--- src/afe_ctrl_defines.vh ---
// constants for the serial control word interpreter and its register bank
`ifndef AFE_CTRL_DEFINES_VH
`define AFE_CTRL_DEFINES_VH

`define FRAME_W 16
`define CW_CTRL_BIT 15
`define CW_RD_BIT 14
`define CW_DEV_HI 13
`define CW_DEV_LO 11
`define CW_REG_HI 10
`define CW_REG_LO 8
`define CW_DATA_HI 7
`define CW_DATA_LO 0
`define DEV_SELF 3'h0
`define DEV_STEP 3'h1

`define REG_MODE_COUNT 3'h0
`define REG_CLOCK_RATE 3'h1
`define REG_POWER 3'h2
`define REG_GAIN_MUTE 3'h3
`define REG_DAC_ADVANCE 3'h4
`define REG_ANALOG_PATH 3'h5
`define REG_COUNT 6
`define REG_RESET_VAL 8'h00

`define A_OP_MODE 0
`define A_MIXED 1
`define A_DLB 2
`define A_SLB 3
`define A_COUNT_LO 4
`define A_COUNT_HI 6
`define A_SWRESET 7
`define B_RATE_LO 0
`define B_RATE_HI 1
`define B_SCLK_LO 2
`define B_SCLK_HI 3
`define B_MCLK_LO 4
`define B_MCLK_HI 6
`define B_ECHO 7
`define C_GLOBAL_PU 0
`define C_ADC_PU 3
`define C_DAC_PU 4
`define C_REF_PU 5
`define C_REF_OUT 6
`define D_IGAIN_LO 0
`define D_IGAIN_HI 2
`define D_MOD_RST 3
`define D_OGAIN_LO 4
`define D_OGAIN_HI 6
`define D_MUTE 7

`define RATE_DIV_2048 12'h800
`define RATE_DIV_1024 12'h400
`define RATE_DIV_512 12'h200
`define RATE_DIV_256 12'h100
`define MDIV_1 3'h1
`define MDIV_2 3'h2
`define MDIV_3 3'h3
`define MDIV_4 3'h4
`define MDIV_5 3'h5
`define SW_RESET_CYCLES 3'h4

`endif

--- src/clock_ratio_decode.v ---
// decodes the clock and rate control fields into divide ratios
`timescale 1ns/100ps
`default_nettype none
`include "afe_ctrl_defines.vh"
module clock_ratio_decode (
    // codes
    input wire [1:0] rate_code_in,
    input wire [2:0] mclk_code_in,
    // ratios
    output reg [11:0] rate_div_out,
    output reg [2:0] mclk_div_out
);
    always @* begin
        case (rate_code_in)
            2'h0: rate_div_out = `RATE_DIV_2048;
            2'h1: rate_div_out = `RATE_DIV_1024;
            2'h2: rate_div_out = `RATE_DIV_512;
            default: rate_div_out = `RATE_DIV_256;
        endcase
    end

    always @* begin
        case (mclk_code_in)
            3'h1: mclk_div_out = `MDIV_2;
            3'h2: mclk_div_out = `MDIV_3;
            3'h3: mclk_div_out = `MDIV_4;
            3'h4: mclk_div_out = `MDIV_5;
            default: mclk_div_out = `MDIV_1;
        endcase
    end
endmodule // clock_ratio_decode
`default_nettype wire

--- src/frame_shifter.v ---
// 16-bit serial shift register, msb first, with parallel load for output
`timescale 1ns/100ps
`default_nettype none
module frame_shifter #(
    parameter WIDTH = 16
) (
    // clock
    input wire clk_in,
    input wire rst_in,
    input wire ce_in,
    // control
    input wire shift_in,
    input wire bit_in,
    input wire load_in,
    input wire [WIDTH-1:0] load_word_in,
    // state
    output reg [WIDTH-1:0] word_out
);
    always @(posedge clk_in) begin
        if (rst_in) begin
            word_out <= {WIDTH{1'b0}};
        end else if (ce_in) begin
            if (load_in) begin
                word_out <= load_word_in;
            end else if (shift_in) begin
                word_out <= {word_out[WIDTH-2:0], bit_in};
            end
        end
    end
endmodule // frame_shifter
`default_nettype wire

--- src/afe_serial_control_word_regs.v ---
// control word interpreter and control register bank of the analog front end
// Functional notes
// - bit 15 flags control word; zero means data (data or mixed mode) or invalid (program)
// - read/write bit zero with device address zero writes data field to register
// - read/write bit one loads register into data field and sends word out
// - bits 13..11 are device address; zero means word is ours
// - nonzero device address is decremented and word forwarded on serial output
// - bits 10..8 select register; codes 0..5 valid, 6 and 7 reserved
// - bits 7..0 carry the register value written or read back
// - register A bit 0 picks program mode or data mode
// - register A bits 1..3 enable mixed, digital loopback, serial loopback
// - register A bits 4..6 hold the cascade device count
// - register A bit 7 or reset pin clears registers, four cycles
// - register B bits 1..0 are the sample rate code
// - rate code gives master clock over 2048, 1024, 512 or 256
// - register B bits 3..2 are the serial clock divider code
// - register B bits 6..4 are the master clock divider code
// - master divider codes 0..4 give 1..5, codes 5..7 give one
// - register B bit 7 enables echo of control words on serial output
// - register C bit 0 powers all sections; zero leaves individual enables
// - register C bits 3,4,5 power the adc, dac and reference
// - register C bit 6 enables driving the reference output
// - register D bits 2..0 are the input gain code
// - register D bit 3 holds the adc modulator in reset
// - register D bits 6..4 output gain code; bit 7 mutes output
// - registers update on serial clock falling edge after a write word
`timescale 1ns/100ps
`default_nettype none
`include "afe_ctrl_defines.vh"
module afe_serial_control_word_regs #(
    parameter FRAME_W = `FRAME_W
) (
    // clock and reset
    input wire clk_in,
    input wire rst_in,
    input wire ce_in,
    // serial link, sampled synchronously
    input wire sclk_in,
    input wire sdi_in,
    input wire sdifs_in,
    output reg sdo_out,
    output reg sdofs_out,
    // mode outputs
    output reg op_mode_select_out,
    output reg mixed_mode_enable_out,
    output reg digital_loopback_enable_out,
    output reg serial_loopback_enable_out,
    output reg [2:0] cascade_count_out,
    output reg in_reset_out,
    // clock settings
    output reg [1:0] rate_code_out,
    output reg [11:0] sample_rate_div_out,
    output reg [1:0] serial_clock_div_out,
    output reg [2:0] master_clock_div_out,
    output reg control_echo_enable_out,
    // power
    output reg adc_power_on_out,
    output reg dac_power_on_out,
    output reg ref_power_on_out,
    output reg reference_output_out,
    // gain
    output reg [2:0] input_gain_out,
    output reg adc_modulator_reset_out,
    output reg [2:0] output_gain_out,
    output reg mute_out,
    // other registers and received data words
    output reg [7:0] dac_advance_reg_out,
    output reg [7:0] analog_path_reg_out,
    output reg [FRAME_W-1:0] data_word_out,
    output reg data_word_valid_out
);
    localparam ST_IDLE = 2'h0;
    localparam ST_RECV = 2'h1;
    localparam ST_SEND = 2'h2;
    localparam CNT_W = 5;

    reg [7:0] regs_r [0:`REG_COUNT-1];
    reg [1:0] state_r;
    reg [1:0] state_nxt;
    reg [CNT_W-1:0] bit_cnt_r;
    reg sclk_d_r;
    reg [2:0] rst_cnt_r;
    reg [FRAME_W-1:0] out_word_r;
    reg out_pend_r;
    reg [CNT_W-1:0] out_cnt_r;

    // named views of the bank, so every field pick says which register it reads
    wire [7:0] mode_and_count_control = regs_r[`REG_MODE_COUNT];
    wire [7:0] clock_and_rate_control = regs_r[`REG_CLOCK_RATE];
    wire [7:0] power_control = regs_r[`REG_POWER];
    wire [7:0] gain_and_mute_control = regs_r[`REG_GAIN_MUTE];
    wire [7:0] dac_advance_control = regs_r[`REG_DAC_ADVANCE];
    wire [7:0] analog_path_control = regs_r[`REG_ANALOG_PATH];

    wire sclk_fall = sclk_d_r & ~sclk_in;
    wire sclk_rise = ~sclk_d_r & sclk_in;
    wire in_soft_reset = (rst_cnt_r != 3'h0);
    wire [FRAME_W-1:0] rx_word;
    wire rx_shift = ce_in & sclk_fall & (state_r == ST_RECV);
    wire [FRAME_W-1:0] rx_full = {rx_word[FRAME_W-2:0], sdi_in};
    wire frame_done = rx_shift && (bit_cnt_r == FRAME_W - 1);

    // fields of the completed word
    wire is_ctrl = rx_full[`CW_CTRL_BIT];
    wire is_read = rx_full[`CW_RD_BIT];
    wire [2:0] dev_addr = rx_full[`CW_DEV_HI:`CW_DEV_LO];
    wire [2:0] reg_addr = rx_full[`CW_REG_HI:`CW_REG_LO];
    wire [7:0] reg_data = rx_full[`CW_DATA_HI:`CW_DATA_LO];
    wire ours = (dev_addr == `DEV_SELF);
    wire reg_ok = (reg_addr < `REG_COUNT);
    // control words are honoured in program mode, or in mixed mode
    wire ctrl_accept = is_ctrl &&
        (~mode_and_count_control[`A_OP_MODE] || mode_and_count_control[`A_MIXED]);
    wire do_write = frame_done && ctrl_accept && ours && ~is_read && reg_ok;
    wire do_read = frame_done && ctrl_accept && ours && is_read;
    wire do_fwd = frame_done && ctrl_accept && ~ours;
    wire do_echo = frame_done && ctrl_accept && ours && ~is_read &&
        clock_and_rate_control[`B_ECHO];
    wire is_data = frame_done && ~is_ctrl && mode_and_count_control[`A_OP_MODE];
    wire [7:0] rd_val = reg_ok ? regs_r[reg_addr] : `REG_RESET_VAL;

    reg [FRAME_W-1:0] tx_word;
    wire [1:0] rate_code = clock_and_rate_control[`B_RATE_HI:`B_RATE_LO];
    wire [2:0] mclk_code = clock_and_rate_control[`B_MCLK_HI:`B_MCLK_LO];
    wire [11:0] rate_div;
    wire [2:0] mclk_div;

    frame_shifter #(
        .WIDTH(FRAME_W)
    ) u_rx (
        .clk_in(clk_in),
        .rst_in(rst_in),
        .ce_in(ce_in),
        .shift_in(rx_shift),
        .bit_in(sdi_in),
        .load_in(1'b0),
        .load_word_in({FRAME_W{1'b0}}),
        .word_out(rx_word)
    );

    clock_ratio_decode u_dec (
        .rate_code_in(rate_code),
        .mclk_code_in(mclk_code),
        .rate_div_out(rate_div),
        .mclk_div_out(mclk_div)
    );

    always @* begin
        tx_word = rx_full;
        if (do_read) begin
            tx_word[`CW_DATA_HI:`CW_DATA_LO] = rd_val;
        end else if (do_fwd) begin
            tx_word[`CW_DEV_HI:`CW_DEV_LO] = dev_addr - `DEV_STEP;
        end
    end

    always @* begin
        state_nxt = state_r;
        case (state_r)
            ST_IDLE: begin
                if (sdifs_in && sclk_rise && ~in_soft_reset) begin
                    state_nxt = ST_RECV;
                end
            end
            ST_RECV: begin
                if (frame_done) begin
                    state_nxt = ST_IDLE;
                end
            end
            default: state_nxt = ST_IDLE;
        endcase
    end

    // serial clock edges are found against the previous sample
    always @(posedge clk_in) begin
        if (rst_in) begin
            sclk_d_r <= 1'b0;
        end else if (ce_in) begin
            sclk_d_r <= sclk_in;
        end
    end

    always @(posedge clk_in) begin
        if (rst_in) begin
            state_r <= ST_IDLE;
        end else if (ce_in) begin
            state_r <= state_nxt;
        end
    end

    // counts the falling edges of the current frame
    always @(posedge clk_in) begin
        if (rst_in) begin
            bit_cnt_r <= {CNT_W{1'b0}};
        end else if (ce_in) begin
            if (state_r != ST_RECV) begin
                bit_cnt_r <= {CNT_W{1'b0}};
            end else if (rx_shift) begin
                bit_cnt_r <= bit_cnt_r + 1'b1;
            end
        end
    end

    // register bank; writes land on the falling serial edge ending the word
    integer i;
    always @(posedge clk_in) begin
        if (rst_in) begin
            for (i = 0; i < `REG_COUNT; i = i + 1) begin
                regs_r[i] <= `REG_RESET_VAL;
            end
        end else if (ce_in) begin
            if (in_soft_reset) begin
                for (i = 0; i < `REG_COUNT; i = i + 1) begin
                    regs_r[i] <= `REG_RESET_VAL;
                end
            end else if (do_write) begin
                regs_r[reg_addr] <= reg_data;
            end
        end
    end

    // soft reset timer; the bank stays cleared and new frames wait while it runs
    always @(posedge clk_in) begin
        if (rst_in) begin
            rst_cnt_r <= 3'h0;
        end else if (ce_in) begin
            if (in_soft_reset) begin
                rst_cnt_r <= rst_cnt_r - 3'h1;
            end else if (do_write && reg_addr == `REG_MODE_COUNT && reg_data[`A_SWRESET]) begin
                rst_cnt_r <= `SW_RESET_CYCLES;
            end
        end
    end

    // serial output: forwarded, read-back or echoed control words
    always @(posedge clk_in) begin
        if (rst_in) begin
            out_word_r <= {FRAME_W{1'b0}};
            out_pend_r <= 1'b0;
            out_cnt_r <= {CNT_W{1'b0}};
            sdo_out <= 1'b0;
            sdofs_out <= 1'b0;
        end else if (ce_in) begin
            if (do_read || do_fwd || do_echo) begin
                out_word_r <= tx_word;
                out_pend_r <= 1'b1;
                out_cnt_r <= {CNT_W{1'b0}};
            end else if (out_pend_r && sclk_rise) begin
                sdofs_out <= (out_cnt_r == {CNT_W{1'b0}});
                sdo_out <= out_word_r[FRAME_W-1];
                out_word_r <= {out_word_r[FRAME_W-2:0], 1'b0};
                if (out_cnt_r == FRAME_W - 1) begin
                    out_pend_r <= 1'b0;
                end
                out_cnt_r <= out_cnt_r + 1'b1;
            end else if (~out_pend_r && sclk_rise) begin
                sdofs_out <= 1'b0;
                sdo_out <= 1'b0;
            end
        end
    end

    // mode settings, registered so they lag the bank by one clock
    always @(posedge clk_in) begin
        if (rst_in) begin
            op_mode_select_out <= 1'b0;
            mixed_mode_enable_out <= 1'b0;
            digital_loopback_enable_out <= 1'b0;
            serial_loopback_enable_out <= 1'b0;
            cascade_count_out <= 3'h0;
            in_reset_out <= 1'b1;
        end else if (ce_in) begin
            op_mode_select_out <= mode_and_count_control[`A_OP_MODE];
            mixed_mode_enable_out <= mode_and_count_control[`A_MIXED];
            digital_loopback_enable_out <= mode_and_count_control[`A_DLB];
            serial_loopback_enable_out <= mode_and_count_control[`A_SLB];
            cascade_count_out <= mode_and_count_control[`A_COUNT_HI:`A_COUNT_LO];
            in_reset_out <= in_soft_reset;
        end
    end

    // clock settings
    always @(posedge clk_in) begin
        if (rst_in) begin
            rate_code_out <= 2'h0;
            sample_rate_div_out <= `RATE_DIV_2048;
            serial_clock_div_out <= 2'h0;
            master_clock_div_out <= `MDIV_1;
            control_echo_enable_out <= 1'b0;
        end else if (ce_in) begin
            rate_code_out <= rate_code;
            sample_rate_div_out <= rate_div;
            serial_clock_div_out <= clock_and_rate_control[`B_SCLK_HI:`B_SCLK_LO];
            master_clock_div_out <= mclk_div;
            control_echo_enable_out <= clock_and_rate_control[`B_ECHO];
        end
    end

    // power settings
    always @(posedge clk_in) begin
        if (rst_in) begin
            adc_power_on_out <= 1'b0;
            dac_power_on_out <= 1'b0;
            ref_power_on_out <= 1'b0;
            reference_output_out <= 1'b0;
        end else if (ce_in) begin
            // global power-up overrides; otherwise each section's own bit
            adc_power_on_out <= power_control[`C_GLOBAL_PU] | power_control[`C_ADC_PU];
            dac_power_on_out <= power_control[`C_GLOBAL_PU] | power_control[`C_DAC_PU];
            ref_power_on_out <= power_control[`C_GLOBAL_PU] | power_control[`C_REF_PU];
            reference_output_out <= power_control[`C_REF_OUT];
        end
    end

    // gain settings, the two raw registers and received data words
    always @(posedge clk_in) begin
        if (rst_in) begin
            input_gain_out <= 3'h0;
            adc_modulator_reset_out <= 1'b0;
            output_gain_out <= 3'h0;
            mute_out <= 1'b0;
            dac_advance_reg_out <= `REG_RESET_VAL;
            analog_path_reg_out <= `REG_RESET_VAL;
            data_word_out <= {FRAME_W{1'b0}};
            data_word_valid_out <= 1'b0;
        end else if (ce_in) begin
            input_gain_out <= gain_and_mute_control[`D_IGAIN_HI:`D_IGAIN_LO];
            adc_modulator_reset_out <= gain_and_mute_control[`D_MOD_RST];
            output_gain_out <= gain_and_mute_control[`D_OGAIN_HI:`D_OGAIN_LO];
            mute_out <= gain_and_mute_control[`D_MUTE];
            dac_advance_reg_out <= dac_advance_control;
            analog_path_reg_out <= analog_path_control;
            data_word_valid_out <= is_data;
            if (is_data) begin
                data_word_out <= rx_full;
            end
        end
    end
endmodule // afe_serial_control_word_regs
`default_nettype wire

--- config.mk ---
export PLATFORM = sky130hd
export DESIGN_NAME = afe_serial_control_word_regs
export DESIGN_NICKNAME = d
export VERILOG_FILES = /design/src/clock_ratio_decode.v /design/src/frame_shifter.v /design/src/afe_serial_control_word_regs.v
export VERILOG_INCLUDE_DIRS = /design/src
export SDC_FILE = /design/constraint.sdc
export NUM_CORES = 1
export LEC_CHECK = 0
export ABC_AREA = 1
export BUFFER_PORTS_ARGS = -buffer_cell sky130_fd_sc_hd__buf_4
export CORE_ASPECT_RATIO = 1.5
export CORE_MARGIN = 2
export CORE_UTILIZATION = 63
export CTS_CLUSTER_SIZE = 16
export DETAILED_ROUTE_END_ITERATION = 8
export GPL_TIMING_DRIVEN = 0
export MAX_ROUTING_LAYER = met4
export PLACE_DENSITY = 0.85
export SYNTH_ARGS = -nofsm -noshare
export SYNTH_HDL_FRONTEND = slang
export SYNTH_SLANG_ARGS = --single-unit
--- constraint.sdc ---
create_clock -name clk_in -period 6.4 [get_ports clk_in]
set_input_delay 1.28 -clock clk_in [delete_from_list [all_inputs] [get_ports clk_in]]
set_output_delay 1.28 -clock clk_in [all_outputs]
set_load 0.02 [all_outputs]
======== Word level (Yosys, flattened, before mapping) ========
Memories as Yosys holds them, arrays and structs flattened. A register that Yosys moved wholly into a read port is not among the register bits.
Cells that the tools add are included.
word-level totals
  register bits after elaboration ......... 99
  RAM bits ................................ 48
  input bits .............................. 6
  output and inout port bits .............. 75
  word-level logic and storage cells ...... 152
  memories kept ........................... 1
operators by class
  add/subtract/negate cells ............... 4
  order comparisons ....................... 1
  equality and inequality tests ........... 12
  mux-type cells .......................... 45
  bitwise logic cells ..................... 22
  reduce and logical (&&, ||, !) cells .... 40
memory list
  memory  depth  width  rd ports  clocked after memory_dff  write ports  RTL line                           source
  regs_r  6      8      7         4                         6            afe_serial_control_word_regs.v:77  reg [7:0] regs_r [0:`REG_COUNT-1];
operator list
  operator               number
  $mux W8                9
  $pmux W12 S3           1
  $mux W16               2
  $mux W3                7
  $mux W5                4
  $mux W1                18
  $logic_and A1 B1 Y1    17
  $pmux W3 S4            1
  $add A5 B1 Y5 const B  2
  $eq A5 B4 Y1 const B   2
  $reduce_and A2 Y1      5
  $reduce_bool A2 Y1     5
  $not A1 Y1             9
  $or A1 B1 Y1           9
  $reduce_and A3 Y1      3
  $reduce_or A8 Y1       1
  $eq A3 B2 Y1 const B   2
  $logic_not A3 Y1       2
  $sub A3 B1 Y3 const B  2
  $logic_not A5 Y1       1
  $and A1 B1 Y1          4
  $eq A2 B1 Y1 const B   2
  $logic_not A2 Y1       2
  $mux W2                2
  9 further kinds        12

======== Logic depth before layout (Yosys ltp) ========
Gate-level depths: netlist of run 1.
  word-level depth ........................ 16
  mapped depth ............................ 12
  gate-level depth less buffers ........... 12

======== Cells and area by module ========
Synthesis of run 1 repeated with hierarchy kept, for this count alone.
unflattened totals
  cells, all modules ...................... 912
  area total of the unflattened synthesis .. 7408.4 µm²
by module, submodules not included
  module                        times used  cells an instance  area each (µm²)  sequential area each (µm²)
  afe_serial_control_word_regs  1           749                6438.7           3583.4
  frame_shifter                 1           138                842.1            320.3
  clock_ratio_decode            1           25                 127.6            0.0

======== Least setup slack after synthesis of run 1 ========
No wires, ideal clock.
  path kind ............................... input-to-reg
  start point ............................. in sclk_in
  end point ............................... mem regs_r[2][0] (enable)
  library setup time ...................... 329 ps
  data arrival time ....................... 2841 ps
  required time ........................... 6071 ps
  setup slack ............................. 3230 ps
  stages on the path ...................... 7
  buffers on the path ..................... 0
  cell sequence ........................... inv_1 -> nand4_1 -> nor2_2 -> nand2_1 -> nor4_4 -> nand4_2 -> nand2_1
RTL lines
  what                RTL line                           source
  start: declaration  afe_serial_control_word_regs.v:38  input wire sclk_in,
  end: declaration    afe_serial_control_word_regs.v:77

==> run summary, run 1 <==
Outcome
• finished, violations left — status
• DRC — violations in the final reports

Worst setup path
• primary input — startpoint kind of the worst setup timing path
• 0.48 ns — biggest cell delay along the critical path
• 3.72 ns — WP data arrival
• buf_4, inv_1, nand4_1, nor2_2, nand2_1, nor4_4, nand4_2, nand2_1 — crit path cell chain
• 9 — critical-path maximum fanout
• primary input to flop — critical setup path kind
• nor4_4 — cell with the largest stage delay on the worst path
• 6.50 ns — data required time at the worst endpoint
• 2 — crit path buf inv count
• nand2_1 — most frequent cell on the critical path
• simple AND/OR/NAND/NOR gates — Worst path top cell family by delay
• flop — capturing element type of the critical path

Clock tree
• 0.44 ns — clock insertion delay at the later pin of the skew report
• 0 — number of setup buffers added after CTS
• yes — CTS tree
• 0 — hold buffers post-CTS
• 4 — deepest level of the CTS H-tree
• 181 — clock tree sinks
• 0 — Resized cells post-CTS
• 0.07 ns — Clk pin slew, worst setup/hold paths
• 17 — CTS buffer count
• 2 — maximum count of clock buffers along a single path
• clkbuf_16 — clock tree root driver cell

Logic synthesis
• 19.51% — simple-gate portion of the synthesized area
• 0.007463 mm² — post-synthesis instance area
• 0% — proportion of synthesized flip-flops having asynchronous set or reset
• 181 — number of flip-flops and latches in the synthesized netlist
• dfxtp_1 — largest area contributor in the netlist
• 57.13% — proportion of synthesized chip area in sequential cells
• 0 — Yosys Warn Count
• simple AND/OR/NAND/NOR gates — largest family of logic cells by synthesized area
• 29 — number of unique standard cell types used by synthesis
• 15.26% — Synth Area in Compound Gates
• 8.443 µm² — Syn Area/Cell
• 64 — Post-synth EDFFs
• 1.341% — adder and majority gate portion of the synthesized area
• 175 x nor2_1, 124 x nand2_1, 117 x dfxtp_1 — top cell types by occurrence after synthesis
• 31.38% — Synth top area share
• 0% — mux contribution to synthesized area
• dfxtp_1 — most used flip-flop cell after synthesis
• nor2_1 — most frequent cell after synthesis
• 884 — synthesized instance count
• dfxtp_1 31%, edfxtp_1 26%, nor2_1 8.8%, o21ai_0 7.7%, nand2_1 6.2% — largest cells by area after synthesis
• 0% — post-synthesis share of cell area spent on xor and xnor gates

STA
• false — setup repair after global routing missed its margin
• 0 — number of setup violations in the final report
• 56.62% — period utilization
• 47.51% — worst-case headroom to the max-slew limit
• 0.2760 GHz — Fmax achieved
• 0.7845 ns — transition time at the pin with the least slew margin
• 0.01096 ns — skew final
• 0 — total count of hold-check failures in the final report
• 3.624 ns — crit path time final
• 0 — Final Max Slew Viols
• 0 ns — setup TNS

Pwr
• 0.2194 mV — worst vdd ir
• 0.003614 µW — static power due to leakage
• 281.6 mW/mm² — power density of the placed cells

Die
• 92.87 µm — width of the chip
• 81 — total I/O pin count
• 0.01153 mm² — core outline area
• 48 — placement row count
• 137.3 µm — die outline height
• 0.01275 mm² — die area
• 64.72% — Initial Utilization

Placed design
• 14,470 µm — post-detail-place hpwl
• 0.008278 mm² — cell area reported after detailed placement
• 0.9932 — GPL Wtd Cong
• 72 — number of buffer cells added on primary ports

Global routing
• 31,290 µm — global-route wire length before repair
• 18 — largest net degree at the start of global routing
• 0 — initial antenna violation count
• 33.52% — global-route usage over all layers
• 6,301 — vias in the first global route
• 0 — gr ovfl total

Layout
• 12.36% — layout cell share with drive strength beyond 1
• 854 — filler instances
• 18.64% — layout-stage area growth over the synthesis result
• 0.008855 mm² — final instance area
• 0.004264 mm² — register cell area after layout
• 1,012 — number of nets in the finished design
• 76.79% — end-of-flow core utilization
• 0 — Antenna Cells
• 0.002785 mm² — area of the multi-input gates

Routing
• 7 — first drt pass iteration count
• 5.728 — routed vias/inst
• 1 — number of design rule violations left after detail routing
• 6,650 — total via count after detailed routing
• 0 — Routed Antenna Nets
• 517 — Initial DRC Count
• 20,350 µm — total length of routed wires
• 17.53 µm — Routed wire per std cell

Job
• 0 — number of max-capacitance violations reported

Min path
• flop to flop — path class of the lowest-slack min-delay path

[cells in the final DEF (no fill, tap or decap)]
| cell type | synthesis | routed |
|---|---|---|
| nor2_1 | 175 | 175 |
| nand2_1 | 124 | 124 |
| dfxtp_1 | 117 | 117 |
| o21ai_0 | 115 | 115 |
| a21oi_1 | 85 | 85 |
| buf_4 | 8 | 80 |
| inv_1 | 70 | 70 |
| edfxtp_1 | 64 | 64 |
| clkbuf_1 | 38 | 39 |
| nand3_1 | 28 | 28 |
| conb_1 | 1 | 24 |
| clkbuf_16 | 0 | 18 |
| nor3_1 | 10 | 10 |
| ha_1 | 8 | 8 |
| o21a_1 | 7 | 7 |
| nand4_2 | 6 | 6 |
| a31oi_1 | 5 | 5 |
| nand4_1 | 4 | 4 |
| buf_2 | 4 | 4 |
| inv_6 | 0 | 4 |
| clkinv_4 | 0 | 3 |
| inv_8 | 0 | 3 |
| buf_1 | 2 | 2 |
| clkinv_1 | 2 | 2 |
| o211ai_1 | 2 | 2 |
| a221oi_1 | 2 | 2 |
| nor2_2 | 1 | 1 |
| nor4_4 | 1 | 1 |
| nor3_2 | 1 | 1 |
| a211oi_1 | 1 | 1 |
| or2_2 | 1 | 1 |
| o22ai_1 | 1 | 1 |
| o31ai_1 | 1 | 1 |
| inv_4 | 0 | 1 |
| clkbuf_8 | 0 | 1 |
| clkinvlp_4 | 0 | 1 |
[flip-flops by register name, indices dropped and copies added, names as in the netlist, 2 cells and up, named ones only]
name and flops:
output_gain_out 3, cascade_count_out 3, input_gain_out 3, rate_code_out 2, out_word_r 16, u_rx.word_out 15, serial_clock_div_out 2, data_word_out 16
analog_path_reg_out 8, sample_rate_div_out 4, bit_cnt_r 5, master_clock_div_out 3, out_cnt_r 5, rst_cnt_r 3, dac_advance_reg_out 8, regs_r 64
[logic make-up after synthesis]
kind of cell,after synthesis
other,1
adder cells (fa/ha/maj),8
flip-flops,181
AND/OR/NAND/NOR,351
buffers and inverters,124
AO/OA/AOI/OAI,219
[final cells by class]
class	count	share of cell area (%)
Tap cell	150	2.120
Buffer	52	2.600
Timing Repair Buffer	72	6.104
Multi-Input combinational cell	602	31.45
Sequential cell	181	48.16
Inverter	72	3.052
Clock buffer	20	5.285
Clock inverter	12	1.229
[per-stage QoR]
step	total power [µW]	hold slack (ns)	cells	setup WS (ns)
after detailed placement	1490	0.4534	1129	2.326
after global placement	1484	0.4469	1129	2.385
after global routing	2550	0.4801	1161	2.591
after CTS	2485	0.4641	1161	2.764
after floorplan	1412	0.4396	907	3.230
final	2494	0.4640	1161	2.776
[power breakdown]
| part | total (µW) | internal [µW] | switching, µW | leakage [µW] |
|---|---|---|---|---|
| clock | 1020 | 546 | 477 | 0.000283 |
| sequential | 1280 | 1250 | 29.8 | 0.00162 |
| combinational | 196 | 62.4 | 134 | 0.00171 |
[tightest hold or removal path: stages, from the launching register on]
cell and delay (ns):
dfxtp_1 0.31, nand2_1 0.06, a21oi_1 0.05
[metal layers]
metal / wire [µm] / up-vias / track usage, %
li1: - / 3130 / -
met1: 7410 / 3146 / 35.77
met2: 10670 / 284 / 59.02
met3: 1133 / 90 / 4.376
met4: 1131 / 0 / 20.26
met5: 0 / - / -
[path summary, 6_finish.rpt]
kind / from / end / slack [ns] / cells after the start
worst max-delay path: sclk_in / regs_r[3][3]$_SDFFCE_PN0P_ / 2.78 / 8
worst min-delay path: op_mode_select_out$_SDFFE_PP0P_ / op_mode_select_out$_SDFFE_PP0P_ / 0.46 / 2
worst max register to register: bit_cnt_r[0]$_SDFFE_PP0P_ / regs_r[3][3]$_SDFFCE_PN0P_ / 3.34 / 10
worst min register to register: op_mode_select_out$_SDFFE_PP0P_ / op_mode_select_out$_SDFFE_PP0P_ / 0.46 / 2
Power figures use the tool's default switching activity.
==> inputs of run 2 (changes only) <==
--- a/config.mk
+++ b/config.mk
@@ -6,16 +6,16 @@
 export SDC_FILE = /design/constraint.sdc
 export NUM_CORES = 1
 export LEC_CHECK = 0
-export ABC_AREA = 1
+export ABC_AREA = 0
 export BUFFER_PORTS_ARGS = -buffer_cell sky130_fd_sc_hd__buf_4
 export CORE_ASPECT_RATIO = 1.5
 export CORE_MARGIN = 2
-export CORE_UTILIZATION = 63
+export CORE_UTILIZATION = 53
 export CTS_CLUSTER_SIZE = 16
 export DETAILED_ROUTE_END_ITERATION = 8
 export GPL_TIMING_DRIVEN = 0
 export MAX_ROUTING_LAYER = met4
-export PLACE_DENSITY = 0.85
+export PLACE_DENSITY = 0.76
 export SYNTH_ARGS = -nofsm -noshare
 export SYNTH_HDL_FRONTEND = slang
 export SYNTH_SLANG_ARGS = --single-unit
==> constraint.sdc (replaced) <==
create_clock -name clk_in -period 3.1 [get_ports clk_in]
set_input_delay 0.62 -clock clk_in [delete_from_list [all_inputs] [get_ports clk_in]]
set_output_delay 0.62 -clock clk_in [all_outputs]
set_load 0.02 [all_outputs]
==> run summary, run 2 <==
Outcome
• completed — status

STA
• 0 — Final Max Slew Viols
• 36.77% — worst-case headroom to the max-slew limit
• 91.38% — period utilization
• false — setup repair after global routing missed its margin
• 0.008282 ns — skew final
• 0.3530 GHz — Fmax achieved
• 0.9484 ns — transition time at the pin with the least slew margin
• 0 — total count of hold-check failures in the final report
• 0 ns — setup TNS
• 2.833 ns — crit path time final
• 0 — number of setup violations in the final report

Clock tree
• clkbuf_16 — clock tree root driver cell
• 0 — number of setup buffers added after CTS
• 2 — maximum count of clock buffers along a single path
• 181 — clock tree sinks
• yes — CTS tree
• 17 — CTS buffer count
• 0.44 ns — clock insertion delay at the later pin of the skew report
• 0.07 ns — Clk pin slew, worst setup/hold paths
• 4 — deepest level of the CTS H-tree

Routing
• 5,673 — total via count after detailed routing
• 375 — Initial DRC Count
• 19.15 µm — Routed wire per std cell
• 5.606 — routed vias/inst
• 5 — first drt pass iteration count
• 0 — Routed Antenna Nets
• 19,380 µm — total length of routed wires
• 0 — number of design rule violations left after detail routing

Pwr
• 51.9% — portion of total power attributed to sequential cells
• 8.0% — combinational group share of total power
• 572.5 mW/mm² — power density of the placed cells
• 0.003733 µW — static power due to leakage
• 1336 µW — Net Switching
• 3804 µW — P_int
• 0.4019 mV — worst vdd ir
• 40.0% — fraction of power consumed by the clock network
• 25.99% — switching portion of total power

Placed design
• 0.008403 mm² — cell area reported after detailed placement
• 71 — number of buffer cells added on primary ports
• 0.8966 — GPL Wtd Cong
• 13,910 µm — post-detail-place hpwl

Global routing
• 26.89% — global-route usage over all layers
• met2 — busiest grt layer
• 45.96% — met2 global-route usage
• 0 — initial antenna violation count
• 5,581 — vias in the first global route
• 29,700 µm — global-route wire length before repair
• 5.014% — met3 routing resource usage after global routing
• 30.24% — met1 track demand over resource in global routing
• 0 — gr ovfl total
• 19 — largest net degree at the start of global routing

Layout
• 0 — Antenna Cells
• 64 — number of flip-flops in the largest register
• 117 x dfxtp_1, 90 x nand2_1, 85 x nor2_1 — most frequent cells in the layout
• regs_r — register name with the most flops
• dfxtp_1 — most frequent standard cell in the layout excluding fill and tap cells
• 19.02% — layout cell share with drive strength beyond 1
• 821 — number of nets in the finished design
• regs_r x64, data_word_out x16, out_word_r x16 — Top Registers
• 1,078 — filler instances
• 0.008979 mm² — final instance area
• 19.02% — layout-stage area growth over the synthesis result

Worst setup path
• flop to flop — critical setup path kind
• u_rx.word_out[10]$_SDFFE_PP0P_ — crit path launch
• 3.20 ns — data required time at the worst endpoint
• 10 — critical-path maximum fanout
• flop — capturing element type of the critical path
• flop — startpoint kind of the worst setup timing path
• u_rx.word_out[10]$_SDFFE_PP0P_ — worst reg2reg path startpoint
• 2.93 ns — WP data arrival

Logic synthesis
• 117 x dfxtp_1, 90 x nand2_1, 85 x nor2_1 — top cell types by occurrence after synthesis
• dfxtp_1 31%, edfxtp_1 25%, mux2i_1 7.0%, mux4_2 4.8%, nand2_1 4.5% — largest cells by area after synthesis
• 50 — number of unique standard cell types used by synthesis
• 0.007543 mm² — post-synthesis instance area
• 10.87 µm² — Syn Area/Cell
• 694 — synthesized instance count
• 31.05% — Synth top area share
• 181 — number of flip-flops and latches in the synthesized netlist
• dfxtp_1 — most used flip-flop cell after synthesis
• 64 — Post-synth EDFFs
• dfxtp_1 — most frequent cell after synthesis
• 0% — proportion of synthesized flip-flops having asynchronous set or reset
• dfxtp_1 — largest area contributor in the netlist
• 0 — Yosys Warn Count
• 56.53% — proportion of synthesized chip area in sequential cells

Die
• 101.4 µm — width of the chip
• 53.91% — Initial Utilization
• 150.1 µm — die outline height
• 0.01522 mm² — die area
• 53 — placement row count
• 81 — total I/O pin count
• 0.01399 mm² — core outline area

Job
• 0 — number of max-capacitance violations reported

Min path
• flop to flop — path class of the lowest-slack min-delay path
• sdofs_out$_SDFFE_PP0P_ — source of the worst hold timing path

[run 2: cell families (layout without fill, tap and decap cells)]
| family | after synthesis | after routing | share of synthesized area [%] |
|---|---|---|---|
| AO/OA/AOI/OAI | 86 | 86 | 7.315 |
| XOR/XNOR | 5 | 5 | 0.5806 |
| adder cells (fa/ha/maj) | 8 | 8 | 1.327 |
| buffers and inverters | 66 | 169 | 4.130 |
| flip-flops | 181 | 181 | 56.53 |
| multiplexers | 76 | 76 | 12.85 |
| other | 1 | 24 | 0.04971 |
| AND/OR/NAND/NOR | 271 | 271 | 17.22 |
[run 2: routing by layer]
| metal | share of wire, % | vias up |
|---|---|---|
| met2 | 52 | 268 |
| met1 | 37 | 2725 |
| met5 | 0 | - |
| met4 | 3.8 | 0 |
| met3 | 7.1 | 47 |
| li1 | - | 2633 |
[run 2: repair_timing]
action,CTS,global route
resized for setup,0,2
endpoints found under the setup margin,0,24
hold buffers,0,0
[run 2: worst paths after layout]
| path | end | slack (ns) | depth (start not counted) |
|---|---|---|---|
| max | regs_r[1][0]$_SDFFCE_PN0P_ | 0.27 | 10 |
| min | sdofs_out$_SDFFE_PP0P_ | 0.46 | 2 |
| max reg2reg | regs_r[1][0]$_SDFFCE_PN0P_ | 0.27 | 10 |
| min reg2reg | sdofs_out$_SDFFE_PP0P_ | 0.46 | 2 |
[run 2: cell type report]
cell class	count	area [µm²]	share of cell area, %
Clock inverter	15	136.4	1.519
Multi-Input combinational cell	470	3068	34.17
Inverter	11	41.29	0.4599
Timing Repair Buffer	71	533.0	5.936
Tap cell	192	240.2	2.676
Sequential cell	181	4264	47.49
Buffer	55	270.3	3.010
Clock buffer	17	425.4	4.738
[run 2: per-stage QoR]
stage | power (µW) | setup slack, ns | instances | utilization [%] | hold WS [ns]
floorplan | 2953 | 0.6909 | 717 | - | 0.4287
global placement | 3107 | 0.2402 | 980 | 60.06 | 0.4434
detailed placement | 3126 | 0.1370 | 980 | 60.06 | 0.4512
CTS | 5147 | 0.08004 | 1012 | 64.07 | 0.4604
global route | 5280 | 0.1010 | 1012 | 64.17 | 0.4806
finish | 5140 | 0.2671 | 1012 | 64.17 | 0.4567
[run 2: power groups by stage]
stage          clock (µW)  combinational, µW  sequential (µW)
2_1_floorplan           0                223             2730
3_3_place_gp            0                395             2710
3_5_place_dp            0                407             2720
4_1_cts              2070                410             2670
5_1_grt              2160                441             2680
6_report             2060                412             2670
[run 2: worst max-delay path, cell delays in order, from the launching register on]
cell and delay (ns):
dfxtp_1 0.36, inv_1 0.07, ha_1 0.14, ha_1 0.13
buf_2 0.19, nor3b_2 0.30, nor4b_4 0.38, buf_4 0.24
and3b_1 0.15, buf_2 0.17, nand2b_1 0.36
